<file path="src/design/flash_guard_pkg.sv">
// constants for the block-protection command host
package flash_guard_pkg;
	localparam int ADDR_W = 24;
	localparam int CLK_MHZ = 100;
	localparam int UNLOCK_GAP_US = 1;
	localparam int UNLOCK_GAP_CYC = UNLOCK_GAP_US * CLK_MHZ;
	localparam int UNLOCK_SETTLE_US = 1;
	localparam int UNLOCK_SETTLE_CYC = UNLOCK_SETTLE_US * CLK_MHZ;
	localparam logic [3:0] SETUP_CYC = 4'h2;
	localparam logic [3:0] WRITE_CYC = 4'h4;
	localparam logic [3:0] READ_CYC = 4'hA;
	localparam logic [3:0] RECOVER_CYC = 4'h2;
	// software register offsets
	localparam logic [3:0] REG_CTRL = 4'h0;
	localparam logic [3:0] REG_ADDR = 4'h1;
	localparam logic [3:0] REG_PWLO = 4'h2;
	localparam logic [3:0] REG_PWHI = 4'h3;
	localparam logic [3:0] REG_RDLO = 4'h4;
	localparam logic [3:0] REG_RDHI = 4'h5;
	localparam logic [3:0] REG_STAT = 4'h6;
	// flash bus codes
	localparam logic [23:0] UNLK_ADDR1 = 24'h000AAA;
	localparam logic [23:0] UNLK_ADDR2 = 24'h000555;
	localparam logic [7:0] UNLK_DATA1 = 8'hAA;
	localparam logic [7:0] UNLK_DATA2 = 8'h55;
	localparam logic [7:0] CODE_PW_SET = 8'h60;
	localparam logic [7:0] CODE_NV_SET = 8'hC0;
	localparam logic [7:0] CODE_LB_SET = 8'h50;
	localparam logic [7:0] CODE_VOL_SET = 8'hE0;
	localparam logic [7:0] CODE_PROGRAM = 8'hA0;
	localparam logic [7:0] CODE_ERASE = 8'h80;
	localparam logic [7:0] CODE_ERASE_ALL = 8'h30;
	localparam logic [7:0] CODE_EXIT1 = 8'h90;
	localparam logic [7:0] CODE_ZERO = 8'h00;
	localparam logic [7:0] CODE_ONE = 8'h01;
	localparam logic [7:0] CODE_UNLOCK1 = 8'h25;
	localparam logic [7:0] CODE_UNLOCK2 = 8'h03;
	localparam logic [7:0] CODE_UNLOCK_GO = 8'h29;
	localparam logic [7:0] STAT_PROTECTED = 8'h00;
	typedef enum logic [3:0] {
		OP_NONE = 4'h0, OP_ENTER_PW = 4'h1, OP_ENTER_NV = 4'h2,
		OP_ENTER_LB = 4'h3, OP_ENTER_VOL = 4'h4, OP_EXIT = 4'h5,
		OP_PW_PROG = 4'h6, OP_PW_READ = 4'h7, OP_PW_UNLOCK = 4'h8,
		OP_NV_PROG = 4'h9, OP_NV_CLEAR = 4'hA, OP_STAT_READ = 4'hB,
		OP_LB_PROG = 4'hC, OP_LB_READ = 4'hD, OP_VOL_PROG = 4'hE,
		OP_VOL_CLEAR = 4'hF
	} op_t;
	typedef enum logic [2:0] {
		SET_READ = 3'h0, SET_PW = 3'h1, SET_NV = 3'h2,
		SET_LB = 3'h3, SET_VOL = 3'h4
	} cmdset_t;
	typedef enum logic [2:0] {
		ST_IDLE = 3'h0, ST_GAP = 3'h1, ST_SETUP = 3'h2,
		ST_STROBE = 3'h3, ST_RECOVER = 3'h4, ST_SETTLE = 3'h5
	} state_t;
endpackage

</file>
<file path="src/design/flash_guard_host.sv">
// host controller issuing flash block-protection command sequences
// Rules from the document
// (RULE1) enter password set: AAA/AA, 555/55, AAA/60 in byte mode
// (RULE2) program password: A0 then byte n at address n, eight times
// (RULE3) after password program, exit before any unlock is issued
// (RULE4) unprogrammed password bits read as one
// (RULE5) password read: eight reads at 00 to 07, then exit; the host does not issue the exit and accepts a password program before it
// (RULE6) password reads give FFh once the password mode lock is set
// (RULE7) unlock: 00/25, 00/03, eight bytes at 00-07, 00/29
// (RULE8) at least 1 us between successive unlock commands
// (RULE9) about 1 us after a good unlock before it completes
// (RULE10) enter non-volatile set: three writes ending in C0
// (RULE11) non-volatile program: x/A0 then block address/00
// (RULE12) status read at block address gives its non-volatile bit
// (RULE13) clear-all x/80, 00/30 erases all; fails when lock bit zero
// (RULE14) enter lock-bit set: three writes ending in 50
// (RULE15) lock-bit program x/A0, x/00 drives lock bit to zero
// (RULE16) lock-bit status read returns the lock bit
// (RULE17) enter volatile set: three writes ending in E0
// (RULE18) volatile program x/A0, block/00 drives its bit to zero
// (RULE19) volatile clear x/A0, block/01 drives its bit to one
// (RULE20) a set non-volatile bit locks the block regardless
// (RULE21) status read at block address gives its volatile bit
// (RULE22) exit leaves any protection set back to Read mode
// (RULE23) exit sequence: x/90 then x/00, needed after every entry
// (RULE24) status reads give 00 protected, 01 unprotected
// (RULE25) upper data byte is don't-care on command cycles
`timescale 1ns/1ps
`default_nettype none
module flash_guard_host (
	input wire logic core_clk,
	input wire logic resetn,
	input wire logic [3:0] regAddr,
	input wire logic [31:0] regWdata,
	input wire logic regWr,
	input wire logic regRd,
	output logic [31:0] regRdata,
	output logic [23:0] flashAddr,
	output logic [7:0] dqOut,
	output logic dqOe,
	input wire logic [7:0] dqIn,
	output logic chipEnN,
	output logic outEnN,
	output logic writeEnN,
	output logic byteModeN
);
	typedef struct packed {
		logic isRead;
		logic last;
		logic [23:0] addr;
		logic [7:0] data;
	} step_t;

	function automatic step_t stepOf(input flash_guard_pkg::op_t op,
			input logic [3:0] idx, input logic [63:0] pw,
			input logic [23:0] blk);
		step_t s;
		logic [2:0] n;
		s = '{isRead: 1'b0, last: 1'b0, addr: 24'h000000, data: 8'h00};
		n = idx[3:1];
		case (op)
			flash_guard_pkg::OP_ENTER_PW, flash_guard_pkg::OP_ENTER_NV,
			flash_guard_pkg::OP_ENTER_LB, flash_guard_pkg::OP_ENTER_VOL: begin
				s.last = (idx == 4'h2);
				s.addr = (idx == 4'h1) ? flash_guard_pkg::UNLK_ADDR2
					: flash_guard_pkg::UNLK_ADDR1;
				if (idx == 4'h0) s.data = flash_guard_pkg::UNLK_DATA1;
				else if (idx == 4'h1) s.data = flash_guard_pkg::UNLK_DATA2;
				else if (op == flash_guard_pkg::OP_ENTER_PW)
					s.data = flash_guard_pkg::CODE_PW_SET; // [RULE1]
				else if (op == flash_guard_pkg::OP_ENTER_NV)
					s.data = flash_guard_pkg::CODE_NV_SET; // [RULE10]
				else if (op == flash_guard_pkg::OP_ENTER_LB)
					s.data = flash_guard_pkg::CODE_LB_SET; // [RULE14]
				else
					s.data = flash_guard_pkg::CODE_VOL_SET; // [RULE17]
			end
			flash_guard_pkg::OP_EXIT: begin
				s.last = (idx == 4'h1); // [RULE22]
				s.data = (idx == 4'h0) ? flash_guard_pkg::CODE_EXIT1
					: flash_guard_pkg::CODE_ZERO; // [RULE23]
			end
			flash_guard_pkg::OP_PW_PROG: begin
				s.last = (idx == 4'hF); // [RULE2]
				s.addr = idx[0] ? {21'h0, n} : 24'h000000;
				s.data = idx[0] ? pw[{n, 3'b000} +: 8]
					: flash_guard_pkg::CODE_PROGRAM;
			end
			flash_guard_pkg::OP_PW_READ: begin
				s.isRead = 1'b1;
				s.last = (idx == 4'h7); // [RULE5]
				s.addr = {20'h0, idx};
			end
			flash_guard_pkg::OP_PW_UNLOCK: begin
				s.last = (idx == 4'hA); // [RULE7]
				if (idx == 4'h0) s.data = flash_guard_pkg::CODE_UNLOCK1;
				else if (idx == 4'h1) s.data = flash_guard_pkg::CODE_UNLOCK2;
				else if (idx == 4'hA) s.data = flash_guard_pkg::CODE_UNLOCK_GO;
				else begin
					s.addr = {21'h0, 3'(idx - 4'h2)};
					s.data = pw[{3'(idx - 4'h2), 3'b000} +: 8];
				end
			end
			flash_guard_pkg::OP_STAT_READ, flash_guard_pkg::OP_LB_READ: begin
				s.isRead = 1'b1;
				s.last = 1'b1; // [RULE12] [RULE16] [RULE21]
				s.addr = (op == flash_guard_pkg::OP_STAT_READ) ? blk
					: 24'h000000;
			end
			default: begin
				// two-write commands: program, clear-all, volatile clear
				s.last = (idx == 4'h1);
				if (op == flash_guard_pkg::OP_NV_CLEAR)
					s.data = (idx == 4'h0) ? flash_guard_pkg::CODE_ERASE
						: flash_guard_pkg::CODE_ERASE_ALL; // [RULE13]
				else if (idx == 4'h0)
					s.data = flash_guard_pkg::CODE_PROGRAM;
				else begin
					s.addr = (op == flash_guard_pkg::OP_LB_PROG) ? 24'h000000
						: blk; // [RULE11] [RULE15] [RULE18]
					s.data = (op == flash_guard_pkg::OP_VOL_CLEAR)
						? flash_guard_pkg::CODE_ONE
						: flash_guard_pkg::CODE_ZERO; // [RULE19]
				end
			end
		endcase
		return s;
	endfunction

	function automatic logic allowed(input flash_guard_pkg::op_t op,
			input flash_guard_pkg::cmdset_t set, input logic needExit);
		case (op)
			flash_guard_pkg::OP_ENTER_PW, flash_guard_pkg::OP_ENTER_NV,
			flash_guard_pkg::OP_ENTER_LB, flash_guard_pkg::OP_ENTER_VOL:
				return set == flash_guard_pkg::SET_READ; // [RULE23]
			flash_guard_pkg::OP_EXIT:
				return set != flash_guard_pkg::SET_READ;
			flash_guard_pkg::OP_PW_PROG, flash_guard_pkg::OP_PW_READ:
				return set == flash_guard_pkg::SET_PW;
			flash_guard_pkg::OP_PW_UNLOCK:
				return set == flash_guard_pkg::SET_PW && !needExit; // [RULE3]
			flash_guard_pkg::OP_NV_PROG, flash_guard_pkg::OP_NV_CLEAR:
				return set == flash_guard_pkg::SET_NV;
			flash_guard_pkg::OP_STAT_READ:
				return set == flash_guard_pkg::SET_NV
					|| set == flash_guard_pkg::SET_VOL;
			flash_guard_pkg::OP_LB_PROG, flash_guard_pkg::OP_LB_READ:
				return set == flash_guard_pkg::SET_LB;
			flash_guard_pkg::OP_VOL_PROG, flash_guard_pkg::OP_VOL_CLEAR:
				return set == flash_guard_pkg::SET_VOL;
			default:
				return 1'b0;
		endcase
	endfunction

	flash_guard_pkg::state_t state_q, state_d;
	flash_guard_pkg::op_t op_q, op_d;
	flash_guard_pkg::cmdset_t set_q, set_d;
	logic [3:0] step_q, step_d, phase_q, phase_d;
	logic [7:0] since_q, since_d;
	logic [7:0] settle_q, settle_d;
	logic needExit_q, needExit_d, refused_q, refused_d;
	logic [23:0] blk_q, blk_d;
	logic [63:0] pw_q, pw_d, pwRead_q, pwRead_d;
	logic [7:0] stat_q, stat_d, dqS1_q, dqS2_q;
	logic [31:0] rdata_q, rdata_d;
	logic [23:0] addr_q, addr_d;
	logic [7:0] dqOut_q, dqOut_d;
	logic dqOe_q, dqOe_d, ce_q, ce_d, oe_q, oe_d, we_q, we_d;
	step_t cur;
	logic busy;

	assign cur = stepOf(op_q, step_q, pw_q, blk_q);
	assign busy = (state_q != flash_guard_pkg::ST_IDLE);

	always_comb begin
		state_d = state_q;
		op_d = op_q;
		set_d = set_q;
		step_d = step_q;
		phase_d = phase_q + 4'h1;
		since_d = (since_q == 8'hFF) ? since_q : since_q + 8'h01;
		settle_d = settle_q;
		needExit_d = needExit_q;
		refused_d = refused_q;
		blk_d = blk_q;
		pw_d = pw_q;
		pwRead_d = pwRead_q;
		stat_d = stat_q;
		addr_d = addr_q;
		dqOut_d = dqOut_q;
		dqOe_d = 1'b0;
		ce_d = 1'b1;
		oe_d = 1'b1;
		we_d = 1'b1;
		if (regWr && regAddr == flash_guard_pkg::REG_ADDR)
			blk_d = regWdata[23:0];
		if (!busy && regWr && regAddr == flash_guard_pkg::REG_PWLO)
			pw_d[31:0] = regWdata;
		if (!busy && regWr && regAddr == flash_guard_pkg::REG_PWHI)
			pw_d[63:32] = regWdata;
		case (state_q)
			flash_guard_pkg::ST_IDLE: begin
				if (regWr && regAddr == flash_guard_pkg::REG_CTRL) begin
					op_d = flash_guard_pkg::op_t'(regWdata[3:0]);
					refused_d = !allowed(op_d, set_q, needExit_q);
					step_d = 4'h0;
					phase_d = 4'h0;
					if (!refused_d)
						state_d = flash_guard_pkg::ST_GAP;
				end
			end
			flash_guard_pkg::ST_GAP: begin
				phase_d = 4'h0;
				addr_d = cur.addr;
				// hold back an unlock until 1 us after the previous one has finished settling
				if (op_q != flash_guard_pkg::OP_PW_UNLOCK
						|| since_q >= 8'(flash_guard_pkg::UNLOCK_GAP_CYC))
					state_d = flash_guard_pkg::ST_SETUP; // [RULE8]
			end
			flash_guard_pkg::ST_SETUP: begin
				ce_d = 1'b0;
				addr_d = cur.addr;
				dqOut_d = cur.data; // [RULE25]
				dqOe_d = !cur.isRead;
				if (phase_q == flash_guard_pkg::SETUP_CYC - 4'h1) begin
					phase_d = 4'h0;
					state_d = flash_guard_pkg::ST_STROBE;
					oe_d = !cur.isRead;
					we_d = cur.isRead;
				end
			end
			flash_guard_pkg::ST_STROBE: begin
				ce_d = 1'b0;
				dqOe_d = !cur.isRead;
				oe_d = !cur.isRead;
				we_d = cur.isRead;
				if (phase_q == (cur.isRead ? flash_guard_pkg::READ_CYC
						: flash_guard_pkg::WRITE_CYC) - 4'h1) begin
					phase_d = 4'h0;
					oe_d = 1'b1;
					we_d = 1'b1;
					ce_d = 1'b1;
					state_d = flash_guard_pkg::ST_RECOVER;
					if (op_q == flash_guard_pkg::OP_PW_READ)
						pwRead_d[{step_q[2:0], 3'b000} +: 8] = dqS2_q; // [RULE4] [RULE6]
					else if (cur.isRead)
						stat_d = dqS2_q; // [RULE24] [RULE20]
				end
			end
			flash_guard_pkg::ST_RECOVER: begin
				if (phase_q == flash_guard_pkg::RECOVER_CYC - 4'h1) begin
					phase_d = 4'h0;
					step_d = step_q + 4'h1;
					state_d = flash_guard_pkg::ST_SETUP;
					if (cur.last) begin
						step_d = 4'h0;
						state_d = flash_guard_pkg::ST_IDLE;
						case (op_q)
							flash_guard_pkg::OP_ENTER_PW: set_d = flash_guard_pkg::SET_PW;
							flash_guard_pkg::OP_ENTER_NV: set_d = flash_guard_pkg::SET_NV;
							flash_guard_pkg::OP_ENTER_LB: set_d = flash_guard_pkg::SET_LB;
							flash_guard_pkg::OP_ENTER_VOL: set_d = flash_guard_pkg::SET_VOL;
							flash_guard_pkg::OP_EXIT: begin
								set_d = flash_guard_pkg::SET_READ; // [RULE22]
								needExit_d = 1'b0;
							end
							flash_guard_pkg::OP_PW_PROG: needExit_d = 1'b1; // [RULE3]
							flash_guard_pkg::OP_PW_UNLOCK: begin
								since_d = 8'h00;
								settle_d = 8'h00;
								state_d = flash_guard_pkg::ST_SETTLE;
							end
							default: set_d = set_q;
						endcase
					end
				end
			end
			flash_guard_pkg::ST_SETTLE: begin
				settle_d = settle_q + 8'h01;
				since_d = 8'h00;
				if (settle_q == 8'(flash_guard_pkg::UNLOCK_SETTLE_CYC - 1))
					state_d = flash_guard_pkg::ST_IDLE; // [RULE9]
			end
			default: state_d = flash_guard_pkg::ST_IDLE;
		endcase
		case (regAddr)
			flash_guard_pkg::REG_CTRL:
				rdata_d = {24'h0, set_q, refused_q, needExit_q, 2'b00, busy};
			flash_guard_pkg::REG_ADDR: rdata_d = {8'h00, blk_q};
			flash_guard_pkg::REG_RDLO: rdata_d = pwRead_q[31:0];
			flash_guard_pkg::REG_RDHI: rdata_d = pwRead_q[63:32];
			flash_guard_pkg::REG_STAT:
				rdata_d = {23'h0, stat_q == flash_guard_pkg::STAT_PROTECTED,
					stat_q};
			default: rdata_d = 32'h00000000;
		endcase
		if (!regRd)
			rdata_d = 32'h00000000;
	end

	always_ff @(posedge core_clk) begin
		dqS1_q <= dqIn;
		dqS2_q <= dqS1_q;
		if (!resetn) begin
			state_q <= flash_guard_pkg::ST_IDLE;
			op_q <= flash_guard_pkg::OP_NONE;
			set_q <= flash_guard_pkg::SET_READ;
			step_q <= 4'h0;
			phase_q <= 4'h0;
			since_q <= 8'hFF;
			settle_q <= 8'h00;
			needExit_q <= 1'b0;
			refused_q <= 1'b0;
			blk_q <= 24'h000000;
			pw_q <= 64'hFFFFFFFFFFFFFFFF;
			pwRead_q <= 64'hFFFFFFFFFFFFFFFF;
			stat_q <= 8'h00;
			rdata_q <= 32'h00000000;
			addr_q <= 24'h000000;
			dqOut_q <= 8'h00;
			dqOe_q <= 1'b0;
			ce_q <= 1'b1;
			oe_q <= 1'b1;
			we_q <= 1'b1;
		end else begin
			state_q <= state_d;
			op_q <= op_d;
			set_q <= set_d;
			step_q <= step_d;
			phase_q <= phase_d;
			since_q <= since_d;
			settle_q <= settle_d;
			needExit_q <= needExit_d;
			refused_q <= refused_d;
			blk_q <= blk_d;
			pw_q <= pw_d;
			pwRead_q <= pwRead_d;
			stat_q <= stat_d;
			rdata_q <= rdata_d;
			addr_q <= addr_d;
			dqOut_q <= dqOut_d;
			dqOe_q <= dqOe_d;
			ce_q <= ce_d;
			oe_q <= oe_d;
			we_q <= we_d;
		end
	end

	assign regRdata = rdata_q;
	assign flashAddr = addr_q;
	assign dqOut = dqOut_q;
	assign dqOe = dqOe_q;
	assign chipEnN = ce_q;
	assign outEnN = oe_q;
	assign writeEnN = we_q;
	assign byteModeN = 1'b0;

	a_unlock_spacing: assert property (@(posedge core_clk) // [RULE8]
		disable iff (!resetn) (state_q == flash_guard_pkg::ST_GAP
		&& state_d == flash_guard_pkg::ST_SETUP
		&& op_q == flash_guard_pkg::OP_PW_UNLOCK) |-> since_q >= 8'h64)
		else $error("unlock issued too soon after the previous one");
	a_unlock_after_exit: assert property (@(posedge core_clk) // [RULE3]
		disable iff (!resetn) (state_q == flash_guard_pkg::ST_GAP
		&& op_q == flash_guard_pkg::OP_PW_UNLOCK) |-> !needExit_q)
		else $error("unlock issued without exit after password program");
	a_settle_hold: assert property (@(posedge core_clk) // [RULE9]
		disable iff (!resetn) (state_q == flash_guard_pkg::ST_SETTLE
		&& settle_q < 8'h63) |=> busy)
		else $error("unlock settle time cut short");
	a_write_pulse: assert property (@(posedge core_clk) // [RULE25]
		disable iff (!resetn) $fell(writeEnN)
		|-> (!writeEnN && !chipEnN && dqOe)[*4] ##1 writeEnN)
		else $error("write strobe not four cycles");
	a_pw_code: assert property (@(posedge core_clk) // [RULE1]
		disable iff (!resetn) ($fell(writeEnN)
		&& op_q == flash_guard_pkg::OP_ENTER_PW && step_q == 4'h2)
		|-> dqOut == 8'h60 && flashAddr == 24'h000AAA)
		else $error("wrong password set entry code");
	a_exit_code: assert property (@(posedge core_clk) // [RULE23]
		disable iff (!resetn) ($fell(writeEnN)
		&& op_q == flash_guard_pkg::OP_EXIT)
		|-> dqOut == (step_q == 4'h0 ? 8'h90 : 8'h00))
		else $error("wrong exit sequence data");
	a_unlock_go: assert property (@(posedge core_clk) // [RULE7]
		disable iff (!resetn) ($fell(writeEnN)
		&& op_q == flash_guard_pkg::OP_PW_UNLOCK && step_q == 4'hA)
		|-> dqOut == 8'h29 && flashAddr == 24'h000000)
		else $error("unlock not closed by 29");
	a_vol_clear: assert property (@(posedge core_clk) // [RULE19]
		disable iff (!resetn) ($fell(writeEnN)
		&& op_q == flash_guard_pkg::OP_VOL_CLEAR && step_q == 4'h1)
		|-> dqOut == 8'h01 && flashAddr == blk_q)
		else $error("volatile clear data or address wrong");
	a_read_nodrive: assert property (@(posedge core_clk) // [RULE5]
		disable iff (!resetn) !outEnN |-> !dqOe && writeEnN && !chipEnN)
		else $error("bus driven during a read cycle");
	a_exit_returns: assert property (@(posedge core_clk) // [RULE22]
		disable iff (!resetn) (op_q == flash_guard_pkg::OP_EXIT && busy
		##1 !busy) |-> set_q == flash_guard_pkg::SET_READ)
		else $error("exit did not return to read mode");
endmodule
`default_nettype wire

</file>
<file path="config.mk">
export PLATFORM = sky130hd
export DESIGN_NAME = flash_guard_host
export DESIGN_NICKNAME = d
export VERILOG_FILES = /design/src/design/flash_guard_pkg.sv /design/src/design/flash_guard_host.sv
export SDC_FILE = /design/constraint.sdc
export NUM_CORES = 1
export LEC_CHECK = 0
export BUFFER_PORTS_ARGS = -buffer_cell sky130_fd_sc_hd__buf_2
export CAP_MARGIN = 20
export CORE_MARGIN = 2
export CORE_UTILIZATION = 45
export DETAILED_ROUTE_END_ITERATION = 8
export GPL_TIMING_DRIVEN = 0
export PLACE_DENSITY = 0.72
export REMOVE_ABC_BUFFERS = 1
export SETUP_SLACK_MARGIN = 0.02
export SYNTH_ARGS = -nofsm -noshare
export SYNTH_HDL_FRONTEND = slang
export SYNTH_SLANG_ARGS = --single-unit
</file>
<file path="constraint.sdc">
create_clock -name core_clk -period 3.05 [get_ports core_clk]
set_clock_uncertainty 0.05 [all_clocks]
set_input_delay 0.305 -clock core_clk [delete_from_list [all_inputs] [get_ports core_clk]]
set_output_delay 0.305 -clock core_clk [all_outputs]
set_load 0.03 [all_outputs]
</file>
### Yosys cells after proc, flatten, opt, wreduce, memory -nomap -nowiden

Index checks and enable logic that the tools add are counted.

* register bits: 280
* bits of input ports: 48
* word-level logic and storage cells: 212

* add/sub/neg operators: 7
* order comparisons: 1
* equality and inequality tests: 62
* shifts and indexed selects: 4
* muxes and demuxes: 70
* bitwise operators: 1
* reductions and logical operators: 44

Operators by type and width (count)
* $mux 8: 20
* $pmux 32 s5: 1
* $pmux 24 s6: 1
* $shiftx 64x7->8: 2
* $mux 24: 4
* $bwmux 64: 1
* $eq 4x4->1 const B: 16
* $shift 8x8->64 const A: 1
* $shiftx 8x8->64: 1
* $eq 4x3->1 const B: 12
* $pmux 8 s5: 1
* $mux 3: 13
* $pmux 8 s2: 2
* $eq 4x2->1 const B: 7
* $mux 4: 7
* $eq 4x1->1 const B: 5
* $pmux 3 s6: 1
* $add 8x1->8 const B: 2
* $ne 2x2->1 const B: 8
* $pmux 4 s4: 1
* $reduce_and 4->1: 4
* $reduce_or 2->1: 8
* $pmux 3 s5: 1
* $eq 3x2->1 const B: 4
* 33 further kinds: 66

### Logic depth before layout (Yosys ltp)

* depth after elaboration: 8
* gate-level depth with buffers: 13
* mapped depth without buffers: 9

### Worst setup path after synthesis

OpenSTA, ideal clock, no wires.

* path type: register -> register
* start point: register step_q[1]
* end point: register dqOut_q[0] (netlist: dqOut[0])
* setup time: 0.129 ns
* data arrival time: 3.052 ns
* setup slack: -0.181 ns
* stages on the path, launching flop included: 12
* period minus slack after synthesis: 3.231 ns
* cell sequence: dfxtp_1 > buf_2 > buf_2 > buf_2 > inv_1 > ha_1 > clkbuf_1 > buf_2 > mux2_2 > o31a_1 > a2111oi_0 > o21ai_1

* longest elaborated chain between the ends: 6
* elaborated cells between the ends (all ways): 15
* classes of those cells: 1 x add/sub; 2 x eq/ne; 2 x shift; 9 x mux; 1 x reduce/logical

RTL lines
* from (decl): line flash_guard_host.sv:159 `logic [3:0] step_q, step_d, phase_q, phase_d;`
* from (signal assigned): line flash_guard_host.sv:330 `step_q <= step_d;`
* $sub 3x2->3: line flash_guard_host.sv:101 `s.data = pw[{3'(idx - 4'h2), 3'b000} +: 8];`
* $shiftx 64x7->8: line flash_guard_host.sv:101
* $mux 8: line flash_guard_host.sv:98 `else if (idx == 4'hA) s.data = flash_guard_pkg::CODE_UNLOCK_GO;`
* $mux 8: line flash_guard_host.sv:97 `else if (idx == 4'h1) s.data = flash_guard_pkg::CODE_UNLOCK2;`
* $mux 8: line flash_guard_host.sv:96 `if (idx == 4'h0) s.data = flash_guard_pkg::CODE_UNLOCK1;`
* $pmux 8 s5 (*): line flash_guard_host.sv:61 `case (op)`
* to (signal assigned): line flash_guard_host.sv:342 `dqOut_q <= dqOut_d;`
* to (decl): line flash_guard_host.sv:168 `logic [7:0] dqOut_q, dqOut_d;`

Every way passes the cells marked *; elsewhere a longest branch is shown, timed or not.
A chain may end at the register's enable or synchronous reset.

### Final worst setup path

* start point: register step_q[2]
* end point: register dqOut_q[0] (netlist: dqOut[0])

The elaborated chain is that of the path after synthesis.

==> impl_metrics.toml <==
[status]
status = "finished clean"

[global_route]
grtUsageTotal = 0.254
grt_max_degree = 88
grt_pass1_vias = 10900
antenna_found_initial = 4
grt_pass1_wl_mm = 59.5
grt_overflow = 0

[clocking]
clkSlewWorstSetupHoldPaths_ps = 60
cts.htree.levels = 1
cts_root_buf = "clkbuf_16"
cts_buffers = 29
cts_sinks = 280
clock_path_buffers = 3
insertion_delay_ps = 570
cts_tree = "done"

[routing]
drc = 0
drt-total-wl_mm = 37.6
drt_iter0_drc = 1249
vias = 11500
vias_per_cell = 5.93
ant_nets = 0
firstDrtPassIters = 5
avgRoutedWirePerCell_um = 19.4

[logic_synthesis]
synth_edf_count = 0
ys.flop_type = "dfxtp_1"
synth_most_common_cell = "nand2_1"
ys_async_sr_fraction = 0
ys_seq_area_frac = 0.443
ys_warn_count = 0
syn_area_per_cell_um2 = 8.72
synthTopCellsByCount = "nand2_1, dfxtp_1, nand3_1, clkbuf_1, nor2_1"
synth_top_cell_by_area = "dfxtp_1"
synth_area_um2 = 12700
synth_area_leaders = "dfxtp_1, nand2_1, mux4_2"
yosys_register_bits = 280
yosysTopAreaCellShare = 0.443
netlist_instances = 1451
ys_types = 89

[finish]
area_growth_pct = 18.2
drive_gt1_frac = 0.164
final_cell_area_um2 = 15000
fillers = 2474
fin_nets = 1592
post-route-util = 0.540

[critical_path]
worstPathCellList = "inv_1, ha_4, mux2_2, o31a_1, a2111oi_0, o21ai_1"
worst-setup-path-type = "register to register"
critPathMaxStageDelay_ps = 610
critical_path_buf_inv_count = 1
cpMaxStageDelayCell = "dfxtp_4"
crit_fanout = 26
critPathRequiredTime_ps = 3430
cp-start-kind = "register"
cp_top_family = "compound AO/OA/AOI/OAI gates"
worstPathArrival_ps = 3360
end_kind = "register"

[die]
std_cell_rows = 61
dieHeight_um = 172
core_um2 = 27700
initial_core_util = 0.457
die-area_um2 = 29500
die_width_um = 172
io_pins = 117

[placement]
place.gp.congestion = 0.923
port_buffers = 115
placedInstanceArea_um2 = 13500
hpwl_mm = 25.7

[timing]
hold_violations = 0
fin_crit_sh = 0.978
holdWs_ps = 27.8
tightest_slew_ps = 1000
period_minus_slack_ps = 2980
drv_slew = 0
setup_viol_count_final = 0
maxClockFrequency_ghz = 0.335
rsz0062_at_grt = "no"
slew_headroom = 0.332

[power]
power_mw = 9.29
ir_drop_uv = 436
leakage_nw = 6.11
power.density_nw_per_um2 = 621

[run]
max-cap-violations = 0

[hold_path]
hp-class = "primary input to register"
cell type report:
class | instances | area, um^2 | area share
flip-flops and latches | 280 | 5620 | 0.376
diodes | 5 | 12.5 | 0.000837
well taps | 378 | 473 | 0.0316
repair buffers | 166 | 1240 | 0.0832
inverters | 17 | 63.8 | 0.00427
clock inverters | 12 | 150 | 0.0100
multi-input cells | 1035 | 6530 | 0.436
clock buffers | 42 | 865 | 0.0578
kinds of logic after synthesis:
| kind of cell | count (synthesis) | share of synthesized area |
|---|---|---|
| buffers and inverters | 136 | 0.0455 |
| AO/OA/AOI/OAI | 282 | 0.154 |
| AND/OR/NAND/NOR | 640 | 0.235 |
| adder cells (fa/ha/maj) | 15 | 0.0148 |
| other | 1 | 0.000296 |
| multiplexers | 80 | 0.0950 |
| flip-flops | 280 | 0.443 |
| XOR/XNOR | 17 | 0.0118 |
layer usage:
| layer | vias up | wire, um | GRT usage |
|---|---|---|---|
| li1 | 5342 | - | - |
| met1 | 5516 | 16000 | 0.351 |
| met2 | 525 | 17100 | 0.405 |
| met3 | 84 | 3270 | 0.0370 |
| met4 | 0 | 1290 | 0.0914 |
| met5 | - | 0 | 0 |
worst min-delay path, delay by kind of cell:
| family | cells | cell delay, ps |
|---|---|---|
| compound gates | 1 | 50 |
| buf+inv | 1 | 150 |
| simple gates | 1 | 80 |
through the flow:
step	setup TNS, ps	setup WS, ps	instances
floorplan	-27350	-748	1332
global placement	-289420	-2240	1825
detailed placement	-32720	-1080	1841
CTS	0	63.7	1930
global route	0	21.1	1932
finish	0	67.5	1935
sequential cells by signal (all words and copies together) (netlist names), 3 cells and up:
| register | flops |
|---|---|
| pwRead_q | 64 |
| pw_q | 64 |
| regRdata | 32 |
| blk_q | 24 |
| flashAddr | 24 |
| dqOut | 8 |
| dqS1_q | 8 |
| dqS2_q | 8 |
| settle_q | 8 |
| since_q | 8 |
| stat_q | 8 |
| op_q | 4 |
| phase_q | 4 |
| step_q | 4 |
| set_q | 3 |
| state_q | 3 |
placed cells by master (no fill, tap or decap), types with 10 or more instances in the layout:
master | synthesis | final
buf_2 | 25 | 114
nor2b_1 | 16 | 15
nor3_1 | 14 | 13
nand3_1 | 112 | 112
a22oi_1 | 24 | 24
dfxtp_1 | 280 | 273
ha_1 | 15 | 14
nand2_1 | 331 | 331
a21oi_1 | 68 | 67
o211ai_1 | 59 | 59
a222oi_1 | 16 | 16
mux4_2 | 32 | 32
clkbuf_16 | 0 | 29
o21ai_0 | 36 | 36
mux2i_1 | 47 | 47
inv_1 | 16 | 14
dlygate4sd3_1 | 0 | 34
xor2_1 | 10 | 10
or3_1 | 10 | 10
nor2_1 | 75 | 74
a31oi_1 | 19 | 17
repair_timing:
item                       4_1_cts  5_1_grt
hold buffers                    34        0
setup buffers                    1        0
setup endpoints to repair      112       23
pin swaps                        0        0
gates resized for setup         12        2
hold endpoints to repair        77        0
where the power goes:
| group | total [mW] | switching [mW] | leakage [nW] | internal (mW) |
|---|---|---|---|---|
| Clock | 3.71 | 1.49 | 0.510 | 2.22 |
| Combinational | 1.51 | 0.963 | 3.32 | 0.547 |
| Sequential | 4.07 | 0.236 | 2.28 | 3.84 |
path summary, 6_finish.rpt:
check                         start                      to  slack [ps]  cells after the start
min                    regWdata[21]  blk_q[21]$_SDFFE_PN0P_          30                      3
max reg2reg  step_q[2]$_SDFFE_PN0P_   dqOut[0]$_SDFFE_PN0P_          70                      6
min reg2reg       dqS1_q[6]$_DFF_P_       dqS2_q[6]$_DFF_P_         280                      0
max          step_q[2]$_SDFFE_PN0P_   dqOut[0]$_SDFFE_PN0P_          70                      6
No activity file was read; power rests on OpenSTA's default activity.
